[src/fh_frame_pkg.sv]
// shared constants, carrier structs and state types for the frame builder/parser
// assumes a single 250 MHz clock; every cycle count is derived from CLK_MHZ
`default_nettype none
package fh_frame_pkg;
  localparam int CLK_MHZ = 250; // device clock rate in MHz
  localparam int BASE_RATE_MBPS = 1; // header and preamble rate
  localparam int BASE_BIT_CYCLES = CLK_MHZ / BASE_RATE_MBPS; // 1 us per bit
  localparam int US_CYCLES = CLK_MHZ; // cycles per microsecond of local time
  localparam logic [6:0] SYNC_BITS = 7'h50; // 80 alternating bits
  localparam logic [6:0] SFD_BITS = 7'h10; // delimiter length
  localparam logic [15:0] SFD_PATTERN = 16'h0CBD; // 0000 1100 1011 1101, sent left first
  localparam logic [6:0] HDR_FIELD_BITS = 7'h10; // length word plus signalling field
  localparam logic [6:0] HEC_BITS = 7'h10; // header check width
  localparam logic [6:0] FCS_BITS = 7'h20; // trailing check width
  localparam logic [15:0] HEC_POLY = 16'h1021; // x16+x12+x5+1
  localparam logic [31:0] FCS_POLY = 32'h04C11DB7; // 32-bit frame check polynomial
  localparam logic [3:0] MAX_RATE_CODE = 4'h7; // 1.0 .. 4.5 Mbit/s in 0.5 steps
  localparam logic [11:0] FCS_BYTES = 12'h004; // trailing check counted in length
  localparam logic [1:0] VERSION_ZERO = 2'h0; // only supported protocol version
  localparam logic [7:0] BEACON_FC = 8'h80; // first frame-control byte of a beacon
  localparam logic [11:0] TS_FIRST_BYTE = 12'h018; // timestamp byte offset in MAC data
  localparam logic [11:0] TS_BYTES = 12'h008; // timestamp length in bytes
  localparam logic [63:0] PREAMBLE_US = 64'h60; // sync+delimiter time at base rate

  typedef struct packed {
    logic beacon; // insert on-air timestamp
    logic [2:0] rate; // payload rate code
    logic [11:0] len; // MAC bytes, trailing check excluded
  } tx_req_t;

  typedef struct packed {
    logic ok; // frame good
    logic hdr_err; // header check or field failed, frame dropped
    logic fcs_err; // trailing check mismatch
    logic ver_err; // unsupported protocol version
  } rx_status_t;

  typedef enum logic [2:0] {TX_IDLE, TX_SYNC, TX_SFD, TX_HDR, TX_DATA, TX_FCS} tx_state_t;
  typedef enum logic [1:0] {RX_HUNT, RX_HDR, RX_DATA, RX_FCS} rx_state_t;

  // cycles per bit for a rate code: CLK_MHZ / (1 + 0.5 * code), rounded down
  function automatic logic [8:0] bit_cycles(input logic [2:0] code);
    bit_cycles = 9'((2 * CLK_MHZ) / (2 + int'(code)));
  endfunction : bit_cycles
endpackage : fh_frame_pkg
`default_nettype wire

[src/fh_crc_serial.sv]
// bit-serial crc register, msb-first galois form, preset to all ones
// assumes the caller holds shift_en for exactly one cycle per bit
`timescale 1ns/1ns
`default_nettype none
module fh_crc_serial #(
  parameter int W = 16,
  parameter logic [W-1:0] POLY = '1
) (
  input wire logic mclk,
  input wire logic rst,
  input wire logic clear,
  input wire logic shift_en,
  input wire logic din,
  output logic [W-1:0] crc
);
  logic fb; // feedback bit
  assign fb = din ^ crc[W-1];

  // clear has priority so a new frame never inherits a stale remainder
  always_ff @(posedge mclk) begin
    if (rst || clear) begin
      crc <= '1;
    end else if (shift_en) begin
      crc <= {crc[W-2:0], 1'b0} ^ (fb ? POLY : '0);
    end
  end
endmodule : fh_crc_serial
`default_nettype wire

[src/fh_phy_frame_framer.sv]
// builds transmit frames bit by bit and parses received ones
// assumes the modem recovers rx bit timing and strobes rx_bit_valid once per bit
`timescale 1ns/1ns
`default_nettype none
// How it works
// - preamble, header, MAC data, check, in order
// - transmit 80 alternating sync bits first
// - 16-bit delimiter sent; receiver times from it
// - header always sent at 1 Mbit/s
// - length word; receiver counts bytes to end
// - rate code 1-4.5 Mbit/s; payload switches rate
// - 16-bit header check generated and verified
// - version sent as 0; nonzero flagged unsupported
// - beacon timestamp sampled when going on air
// - beacon arrival corrects local clock
// - 32-bit trailing check generated and verified
module fh_phy_frame_framer (
  input wire logic mclk,
  input wire logic rst,
  input wire logic tx_start,
  input wire fh_frame_pkg::tx_req_t tx_req,
  input wire logic [7:0] tx_data,
  output logic tx_data_take,
  output logic tx_busy,
  output logic tx_bit,
  output logic tx_bit_strobe,
  output logic tx_done,
  input wire logic rx_bit,
  input wire logic rx_bit_valid,
  output logic [2:0] rx_rate,
  output logic rx_in_frame,
  output logic [7:0] rx_data,
  output logic rx_data_valid,
  output logic rx_done,
  output fh_frame_pkg::rx_status_t rx_status,
  output logic [63:0] local_time
);
  import fh_frame_pkg::*;

  tx_state_t tx_state; // transmit phase
  tx_req_t tx_cfg_reg; // request latched at start
  logic [8:0] tx_div; // cycles left in current bit
  logic [6:0] tx_cnt; // bit index inside phase
  logic [11:0] tx_idx; // MAC byte index
  logic [7:0] tx_byte; // byte being serialised
  logic [63:0] tx_ts; // local time when the frame went on air
  logic tx_tick; // emit next bit
  logic tx_cur; // bit to emit on this tick
  logic tx_load; // take a new MAC byte on this tick
  logic [7:0] tx_next_byte; // byte after version/timestamp substitution
  logic [15:0] tx_hdr; // {signal, length} sent lsb first
  logic [11:0] tx_off; // byte offset into timestamp
  logic [15:0] tx_hec; // header check remainder
  logic [31:0] tx_fcs; // frame check remainder
  logic [8:0] tx_period; // cycles of the bit being emitted

  rx_state_t rx_state; // receive phase
  logic [15:0] rx_sr; // delimiter hunt / header field shifter
  logic [6:0] rx_cnt; // bit index inside phase
  logic [11:0] rx_len; // MAC bytes expected, trailing check excluded
  logic [11:0] rx_idx; // MAC byte index
  logic [7:0] rx_byte; // assembling byte, lsb first
  logic [31:0] rx_chk; // received check bits, msb first
  logic rx_ver_bad; // version field was nonzero
  logic rx_beacon; // frame control says beacon
  logic [63:0] rx_ts; // timestamp carried by a received beacon
  logic [63:0] rx_arrive; // local time at delimiter detect
  logic [15:0] rx_hec; // header check remainder
  logic [31:0] rx_fcs; // frame check remainder
  logic [15:0] rx_sr_in; // shifter with the new bit
  logic [7:0] rx_byte_in; // byte with the new bit
  logic [31:0] rx_chk_in; // check bits with the new bit
  logic rx_fix; // apply beacon correction this cycle
  logic [7:0] us_div; // microsecond divider
  logic us_tick; // one-cycle microsecond enable

  // transmit bit timing: preamble and header at base rate, payload at chosen rate
  assign tx_period = (tx_state == TX_DATA || tx_state == TX_FCS) ?
                     bit_cycles(tx_cfg_reg.rate) : 9'(BASE_BIT_CYCLES);
  assign tx_tick = (tx_state != TX_IDLE) && (tx_div == 9'h000);
  assign tx_busy = (tx_state != TX_IDLE);
  assign tx_hdr = {4'(tx_cfg_reg.rate), tx_cfg_reg.len + FCS_BYTES};
  assign tx_off = tx_idx - TS_FIRST_BYTE;

  // pick the bit for the current phase
  always_comb begin
    case (tx_state)
      TX_SYNC: tx_cur = tx_cnt[0]; // 0101...
      TX_SFD: tx_cur = SFD_PATTERN[4'hF - tx_cnt[3:0]];
      TX_HDR: tx_cur = (tx_cnt < HDR_FIELD_BITS) ? tx_hdr[tx_cnt[3:0]] :
                       ~tx_hec[4'hF - tx_cnt[3:0]];
      TX_DATA: tx_cur = tx_byte[tx_cnt[2:0]];
      TX_FCS: tx_cur = ~tx_fcs[5'h1F - tx_cnt[4:0]];
      default: tx_cur = 1'b0;
    endcase
  end

  // byte loads happen at the header-to-data edge and after each data byte but the last
  always_comb begin
    tx_load = 1'b0;
    if (tx_tick) begin
      if (tx_state == TX_HDR && tx_cnt == HDR_FIELD_BITS + HEC_BITS - 7'h01) begin
        tx_load = (tx_cfg_reg.len != 12'h000);
      end else if (tx_state == TX_DATA && tx_cnt[2:0] == 3'h7) begin
        tx_load = (tx_idx + 12'h001 != tx_cfg_reg.len);
      end
    end
  end
  assign tx_data_take = tx_load;

  // substitute the version bits and, for beacons, the on-air timestamp
  always_comb begin
    tx_next_byte = tx_data;
    if (tx_state == TX_HDR) begin
      tx_next_byte[1:0] = VERSION_ZERO;
    end else if (tx_cfg_reg.beacon && tx_idx + 12'h001 >= TS_FIRST_BYTE &&
                 tx_idx + 12'h001 < TS_FIRST_BYTE + TS_BYTES) begin
      // wrap the byte offset in three bits so stamp byte 0 never indexes past the word
      tx_next_byte = tx_ts[8 * 3'(tx_off + 12'h001) +: 8];
    end
  end

  // transmit sequencer: one step per bit tick
  always_ff @(posedge mclk) begin
    if (rst) begin
      tx_state <= TX_IDLE;
      tx_cfg_reg <= '0;
      tx_div <= 9'h000;
      tx_cnt <= 7'h00;
      tx_idx <= 12'h000;
      tx_byte <= 8'h00;
      tx_ts <= 64'h0;
      tx_done <= 1'b0;
    end else begin
      tx_done <= 1'b0;
      if (tx_state == TX_IDLE) begin
        if (tx_start) begin
          tx_state <= TX_SYNC;
          tx_cfg_reg <= tx_req;
          tx_cnt <= 7'h00;
          tx_div <= 9'h000;
          tx_ts <= local_time; // first sync bit leaves now
        end
      end else if (!tx_tick) begin
        tx_div <= tx_div - 9'h001;
      end else begin
        tx_div <= tx_period - 9'h001;
        tx_cnt <= tx_cnt + 7'h01;
        if (tx_load) begin
          tx_byte <= tx_next_byte;
        end
        case (tx_state)
          TX_SYNC: if (tx_cnt == SYNC_BITS - 7'h01) begin
            tx_state <= TX_SFD;
            tx_cnt <= 7'h00;
          end
          TX_SFD: if (tx_cnt == SFD_BITS - 7'h01) begin
            tx_state <= TX_HDR;
            tx_cnt <= 7'h00;
          end
          TX_HDR: if (tx_cnt == HDR_FIELD_BITS + HEC_BITS - 7'h01) begin
            // an empty body goes straight to the trailing check
            tx_state <= (tx_cfg_reg.len == 12'h000) ? TX_FCS : TX_DATA;
            tx_cnt <= 7'h00;
            tx_idx <= 12'h000;
          end
          TX_DATA: if (tx_cnt[2:0] == 3'h7) begin
            tx_cnt <= 7'h00;
            tx_idx <= tx_idx + 12'h001;
            if (!tx_load) begin
              tx_state <= TX_FCS;
            end
          end
          TX_FCS: if (tx_cnt == FCS_BITS - 7'h01) begin
            tx_state <= TX_IDLE;
            tx_done <= 1'b1;
          end
          default: tx_state <= TX_IDLE;
        endcase
      end
    end
  end

  // serial output register, one strobe per emitted bit
  always_ff @(posedge mclk) begin
    if (rst) begin
      tx_bit <= 1'b0;
      tx_bit_strobe <= 1'b0;
    end else begin
      tx_bit_strobe <= tx_tick;
      if (tx_tick) begin
        tx_bit <= tx_cur;
      end
    end
  end

  fh_crc_serial #(.W(16), .POLY(HEC_POLY)) u_tx_hec (
    .mclk(mclk), .rst(rst), .clear(tx_start && !tx_busy),
    .shift_en(tx_tick && tx_state == TX_HDR && tx_cnt < HDR_FIELD_BITS),
    .din(tx_cur), .crc(tx_hec)
  );
  fh_crc_serial #(.W(32), .POLY(FCS_POLY)) u_tx_fcs (
    .mclk(mclk), .rst(rst), .clear(tx_start && !tx_busy),
    .shift_en(tx_tick && tx_state == TX_DATA), .din(tx_cur), .crc(tx_fcs)
  );

  assign rx_sr_in = {rx_sr[14:0], rx_bit};
  assign rx_byte_in = {rx_bit, rx_byte[7:1]};
  assign rx_chk_in = {rx_chk[30:0], rx_bit};

  // receive parser: hunt, header, body, trailing check
  always_ff @(posedge mclk) begin
    if (rst) begin
      rx_state <= RX_HUNT;
      rx_sr <= 16'h0000;
      rx_cnt <= 7'h00;
      rx_len <= 12'h000;
      rx_idx <= 12'h000;
      rx_byte <= 8'h00;
      rx_chk <= 32'h0;
      rx_ver_bad <= 1'b0;
      rx_beacon <= 1'b0;
      rx_ts <= 64'h0;
      rx_arrive <= 64'h0;
      rx_rate <= 3'h0;
      rx_data <= 8'h00;
      rx_data_valid <= 1'b0;
      rx_done <= 1'b0;
      rx_status <= '0;
      rx_fix <= 1'b0;
    end else begin
      rx_data_valid <= 1'b0;
      rx_done <= 1'b0;
      rx_fix <= 1'b0;
      if (rx_bit_valid) begin
        rx_cnt <= rx_cnt + 7'h01;
        case (rx_state)
          RX_HUNT: begin
            rx_sr <= rx_sr_in;
            if (rx_sr_in == SFD_PATTERN) begin
              rx_state <= RX_HDR; // frame timing starts here
              rx_cnt <= 7'h00;
              rx_arrive <= local_time;
            end
          end
          RX_HDR: begin
            if (rx_cnt < HDR_FIELD_BITS) begin
              rx_sr <= {rx_bit, rx_sr[15:1]};
            end else begin
              rx_chk <= rx_chk_in;
            end
            if (rx_cnt == HDR_FIELD_BITS + HEC_BITS - 7'h01) begin
              rx_cnt <= 7'h00;
              rx_idx <= 12'h000;
              rx_ver_bad <= 1'b0;
              rx_beacon <= 1'b0;
              if (rx_chk_in[15:0] == ~rx_hec && rx_sr[15:12] <= MAX_RATE_CODE &&
                  rx_sr[11:0] >= FCS_BYTES) begin
                rx_rate <= rx_sr[14:12]; // payload rate
                rx_len <= rx_sr[11:0] - FCS_BYTES;
                rx_state <= (rx_sr[11:0] == FCS_BYTES) ? RX_FCS : RX_DATA;
              end else begin
                rx_state <= RX_HUNT;
                rx_sr <= 16'h0000;
                rx_done <= 1'b1;
                rx_status <= '{ok: 1'b0, hdr_err: 1'b1, fcs_err: 1'b0, ver_err: 1'b0};
              end
            end
          end
          RX_DATA: begin
            rx_byte <= rx_byte_in;
            if (rx_cnt[2:0] == 3'h7) begin
              rx_cnt <= 7'h00;
              rx_data <= rx_byte_in;
              rx_data_valid <= 1'b1;
              rx_idx <= rx_idx + 12'h001;
              if (rx_idx == 12'h000) begin
                rx_ver_bad <= (rx_byte_in[1:0] != VERSION_ZERO);
                rx_beacon <= (rx_byte_in == BEACON_FC);
              end
              if (rx_idx >= TS_FIRST_BYTE && rx_idx < TS_FIRST_BYTE + TS_BYTES) begin
                rx_ts <= {rx_byte_in, rx_ts[63:8]};
              end
              if (rx_idx + 12'h001 == rx_len) begin
                rx_state <= RX_FCS; // byte count reached
              end
            end
          end
          RX_FCS: begin
            rx_chk <= rx_chk_in;
            if (rx_cnt == FCS_BITS - 7'h01) begin
              rx_state <= RX_HUNT;
              rx_sr <= 16'h0000;
              rx_done <= 1'b1;
              rx_status.hdr_err <= 1'b0;
              rx_status.fcs_err <= (rx_chk_in != ~rx_fcs);
              rx_status.ver_err <= rx_ver_bad;
              rx_status.ok <= (rx_chk_in == ~rx_fcs) && !rx_ver_bad;
              rx_fix <= (rx_chk_in == ~rx_fcs) && !rx_ver_bad && rx_beacon &&
                        (rx_len >= TS_FIRST_BYTE + TS_BYTES);
            end
          end
          default: rx_state <= RX_HUNT;
        endcase
      end
    end
  end
  assign rx_in_frame = (rx_state != RX_HUNT);

  fh_crc_serial #(.W(16), .POLY(HEC_POLY)) u_rx_hec (
    .mclk(mclk), .rst(rst), .clear(rx_state == RX_HUNT),
    .shift_en(rx_bit_valid && rx_state == RX_HDR && rx_cnt < HDR_FIELD_BITS),
    .din(rx_bit), .crc(rx_hec)
  );
  fh_crc_serial #(.W(32), .POLY(FCS_POLY)) u_rx_fcs (
    .mclk(mclk), .rst(rst), .clear(rx_state == RX_HUNT),
    .shift_en(rx_bit_valid && rx_state == RX_DATA), .din(rx_bit), .crc(rx_fcs)
  );

  // microsecond enable for the local clock
  assign us_tick = (us_div == 8'(US_CYCLES - 1));
  always_ff @(posedge mclk) begin
    if (rst || us_tick) begin
      us_div <= 8'h00;
    end else begin
      us_div <= us_div + 8'h01;
    end
  end

  // local clock: counts microseconds, snapped to a good beacon's time;
  // the beacon time plus sync/delimiter airtime plus time since arrival
  always_ff @(posedge mclk) begin
    if (rst) begin
      local_time <= 64'h0;
    end else if (rx_fix) begin
      local_time <= rx_ts + PREAMBLE_US + (local_time - rx_arrive);
    end else if (us_tick) begin
      local_time <= local_time + 64'h1;
    end
  end
endmodule : fh_phy_frame_framer
`default_nettype wire

[config.mk]
export PLATFORM = sky130hd
export DESIGN_NAME = fh_phy_frame_framer
export DESIGN_NICKNAME = d
export VERILOG_FILES = /design/src/fh_frame_pkg.sv /design/src/fh_crc_serial.sv /design/src/fh_phy_frame_framer.sv
export SDC_FILE = /design/constraint.sdc
export NUM_CORES = 2
export LEC_CHECK = 0
export ABC_CLOCK_PERIOD_IN_PS = 71800
export BUFFER_PORTS_ARGS = -buffer_cell sky130_fd_sc_hd__buf_4
export CAP_MARGIN = 20
export CORE_MARGIN = 1
export CORE_UTILIZATION = 50
export DETAILED_ROUTE_END_ITERATION = 10
export PLACE_DENSITY = 0.66
export SLEW_MARGIN = 20
export SYNTH_ARGS = -nofsm -noshare
export SYNTH_HDL_FRONTEND = slang
export SYNTH_SLANG_ARGS = --single-unit
[constraint.sdc]
create_clock -name mclk -period 71.8 [get_ports mclk]
set_clock_uncertainty 0.05 [all_clocks]
set_input_delay 7.18 -clock mclk [delete_from_list [all_inputs] [get_ports mclk]]
set_output_delay 7.18 -clock mclk [all_outputs]
set_load 0.005 [all_outputs]
# Word-level counts from Yosys, hierarchy flattened
# Memory sizes are Yosys's and may differ from the RTL's.
# Index checks and enable logic that the tools add are counted.
# word_totals
reg_bits,526
latch_bits,0
mem_bits_rw,0
romBits,16
out_inout_bits,87
memories,1
# memory_table
name,depth,width,rd,rd_ports_with_merged_regs,wr,line_no,source
(name not given),16,1,1,0,0,fh_phy_frame_framer.sv:89,TX_SFD: tx_cur = SFD_PATTERN[4'hF - tx_cnt[3:0]];
# classes
n_addsub,18
multipliers,0
div,1
magnitude_cmp,13
eq_ne,40
shifts,1
n_mux,88
bitwise,19
n_reduce_logical,59
# op_table
op,count
$mux W64,2
$mux W7,10
$add A64 B1 Y64 const B,1
$add A64 B64 Y64,1
$add A64 B7 Y64 const B,1
$mux W16,4
$shiftx A64 B7 Y8,1
$sub A64 B64 Y64,1
$xor A32 B32 Y32,2
$pmux W31 S2,1
$mux W27,2
$mux W12,4
$pmux W12 S2,2
$pmux W16 S3,1
$mux W9,4
$div A10 B32 Y32 const A,1
$eq A32 B32 Y1,1
$ne A32 B32 Y1,1
$not A32 Y32,1
$xor A16 B16 Y16,2
$mux W31,1
$pmux W7 S4,1
$mux W3,9
$mux W13,2
75 further kinds,183

# Longest topological paths before layout
# logic_depth
word_depth,10
depth_mapped,308

# Modules after synthesis
# A second synthesis with hierarchy kept.
# hier_totals
cells_unflattened,6624
hier_area_um2,49985.4
# modules_own_cells
module,n_inst,cells_per_inst,area_each_um2,seq_area_each_um2
fh_phy_frame_framer,1,6266,45728.9,8588.2
fh_crc_serial (u_rx_fcs ...),2,123,1508.9,640.6
fh_crc_serial (u_rx_hec ...),2,56,619.3,320.3

# Least setup slack after synthesis
# Ideal clock, no wire load.
# synth_timing
path_type,register -> register
from,register tx_cfg_reg[12] (netlist bit)
to,register tx_div[8]
setup_time_ns,0.128
arrival_time_ns,55.513
required_ns,71.622
setup_slack_ns,16.109
stages_incl_launch_ff,288
n_path_buf,30
period_less_slack_ns,55.691
cell_sequence,dfxtp_1 buf_2 inv_1 clkbuf_1 buf_1 buf_1 clkbuf_1 ha_1 buf_4 o21ai_1 and3b_1 buf_2 ha_1 nor2_1 a211oi_4 mux2i_1 inv_1 ha_1 (+252 left out) a21oi_1 a21oi_1 ha_1 a21o_1 a211oi_1 nand2_1 nor3_1 o2111a_1 o2111ai_1 nor4_2 nand4b_1 o21ai_1 ha_1 nand2_1 nor2_1 mux2_2 a32oi_1 nor2_1
# synth_via
elab_chain_cells,6
# synth_lines
item,line_no,source
start: declaration,fh_phy_frame_framer.sv:41,tx_req_t tx_cfg_reg;
start signal: assignment,fh_phy_frame_framer.sv:139,tx_cfg_reg <= tx_req;
$add A2 B3 Y4,fh_frame_pkg.sv:43,bit_cycles = 9'((2 * CLK_MHZ) / (2 + int'(code)));
$div A10 B32 Y32,fh_frame_pkg.sv:43,
$mux W9,fh_phy_frame_framer.sv:78,assign tx_period = (tx_state == TX_DATA || tx_state == TX_FCS) ?
$sub A9 B1 Y9,fh_phy_frame_framer.sv:147,tx_div <= tx_period - 9'h001;
$mux W9,fh_phy_frame_framer.sv:144,end else if (!tx_tick) begin
$mux W9,fh_phy_frame_framer.sv:136,if (tx_state == TX_IDLE) begin
end signal: assignment,fh_phy_frame_framer.sv:145,tx_div <= tx_div - 9'h001;
end signal: assignment,fh_phy_frame_framer.sv:147,
end: declaration,fh_phy_frame_framer.sv:42,logic [8:0] tx_div;
# Every way passes these cells.
# A chain may end at the register's enable or synchronous reset.

# Worst setup path after layout
# Ends and elaborated chain as after synthesis.

==> reports/qor.csv <==
metric;value;unit
finalWeightedCongestion;0.9603;
grt_overflow;0;
initial_core_util;0.5038;
pre_cts_ws;3.920;ns
violations;design-rule violations;
critPathMaxStageDelay;0.98;ns
setup_tns;0;ns
drt-pass1-iter-count;10;
cts_buffers;52;
postSynthCellCount;6537;
max_freq;15.21;MHz
endpoint_kind;flip-flop;
htree_num_levels;2;
yosysSeqAreaShare;0.2160;
core;96570;µm²
ys_async_sr_fraction;0;
holdCritPathClass;flip-flop to flip-flop;
cts_tree;done;
finalMaxSlewViolations;0;
routedWlPerCell;18.94;µm
area_growth;7.172;%
grt_max_degree;91;
grt_use_total;0.2865;
synthTopCellsByCount;1,016 x nand2_1, 554 x a21oi_1, 549 x nor2_1;
layout.nets;6780;
finalCriticalPeriod;65.75;ns
via_per_inst;6.182;
die_h;313.9;µm
clock-sinks;525;
rsz0062_at_grt;false;
antenna_found_initial;2;
grt_first_pass_wirelength;236.0;mm
die_area;98560;µm²
path_delay_family;simple AND/OR/NAND/NOR gates;
dpl.hpwl;109.9;mm
outcome;finished, violations left;
critPathMostFrequentCell;ha_1;
cp.buffers_inverters;19;
die_w;313.9;µm
worst_slack;6.048;ns
yosysUniqueCellTypes;147;
startpoint_type;flip-flop;
synth-seq-cells;525;
grt_pass1_vias;44110;
synth_enable_flop_cells;0;
synthesis.area;48650;µm²
ant_nets;0;
dp_cells;7663;
worstPathRequired;72.22;ns
synth-warning-count;0;
drive_gt1_frac;0.08766;
dr_total_vias;48020;
synth_most_common_cell;nand2_1;
syn_avg_cell_area;7.443;µm²
finalCritPeriodShare;0.9158;
cap_violations;0;
finalHoldViolCount;0;
row_count;114;
worst_pin_slew;1.044;ns
ioPinCount;116;
syn_nets;6868;
drt_iter0_drc;3865;
synth_top_area_frac;0.2160;
relSlewSlack;0.3030;
synth_largest_area_cell;dfxtp_1;
clkLatencyLatePin;0.63;ns
cts_root_buf;clkbuf_16;
synthTopCellsByArea;dfxtp_1 22%, nand2_1 7.8%, ha_1 6.1%, xnor2_1 5.9%, a21oi_1 5.7%;
ctsHoldBuffers;0;
path_class;flip-flop to flip-flop;
crit_fanout;42;
n_antenna_cell;0;
wirelength;147.1;mm
clk_path_buf_depth;3;
path_clk_slew;0.06;ns
fin_cells;7767;
route.detailed.drc;1;
port_buffers;115;
cp.arrival;66.17;ns
slowest_stage;o41ai_2;
synth_flop_cell;dfxtp_1;
finalSetupViolations;0;
fill_cells;9391;
-- cells by family after synthesis --
family / synth area share
multiplexers: 0.04331
AND/OR/NAND/NOR: 0.2656
flip-flops: 0.2160
XOR/XNOR: 0.09116
adder cells (fa/ha/maj): 0.08738
buffers and inverters: 0.05634
AO/OA/AOI/OAI: 0.2402
-- cell usage in the layout, fill, tap and decap left out, types with 36 or more instances in the layout --
cell,count
a211oi_1,104
a21o_1,128
a21oi_1,552
a31oi_1,73
and2_1,62
and3_1,71
buf_4,174
clkbuf_16,53
dfxtp_1,522
fa_1,63
ha_1,238
inv_1,358
mux2_2,36
mux2i_1,88
nand2_1,1015
nand2b_1,59
nand3_1,272
nand4_1,91
nor2_1,543
nor3_1,163
nor4_1,61
o211ai_1,70
o21a_1,50
o21ai_0,191
o21bai_1,43
or2_2,36
or3_1,51
xnor2_1,327
xor2_1,161
-- worst reg2reg max path: cells and delay by family (launching register included) --
kind,cells,cell delay [ns]
and+or+nand+nor,113,28.21
muxes,8,2.91
DFF,1,0.30
buffers and inverters,19,2.76
adders and majority gates,30,9.75
AOI/OAI and AO/OA,86,21.70
-- path summary, 6_finish.rpt --
| kind | startpoint | to | slack, ns | depth (start not counted) |
|---|---|---|---|---|
| worst max-delay path | tx_cfg_reg[12] | tx_div[8] | 6.05 | 256 |
| worst min-delay path | tx_ts[48] | tx_ts[48] | 0.40 | 2 |
| worst max register to register | tx_cfg_reg[12] | tx_div[8] | 6.05 | 256 |
| worst min register to register | tx_ts[48] | tx_ts[48] | 0.40 | 2 |
-- stage by stage --
stage,hold WS (ns),utilization,instance area [µm²]
after floorplan,0.3819,-,48650
after global placement,0.3894,0.5199,50200
after detailed placement,0.3934,0.5199,50200
after CTS,0.4024,0.5382,51970
after global routing,0.4246,0.5400,52140
final,0.4046,0.5400,52140
-- timing repair --
action / CTS / global route
setup endpoints to repair: 0 / 9
buffers inserted: 0 / 7
resized for setup: 0 / 18
-- cell type report --
type	instances	area, µm²	area share
multi-input cells	5334	35560	0.6820
clock inverters	27	291.5	0.005591
well taps	1276	1597	0.03062
inverters	360	1351	0.02591
flip-flops and latches	525	10520	0.2017
repair buffers	176	1349	0.02587
clock buffers	69	1476	0.02831
-- layer usage --
metal,share of wire,routed length (µm),global-route usage,up-vias
met5,0.000095,14,0,-
met4,0.021,3033,0.07007,2
met1,0.46,67900,0.4010,23030
met2,0.47,68740,0.4757,1491
met3,0.051,7448,0.02157,218
li1,-,-,-,23270
Power is left out: the tool's default activity adds up to more than one toggle a clock period on the data nets, which glitch-free logic cannot reach.
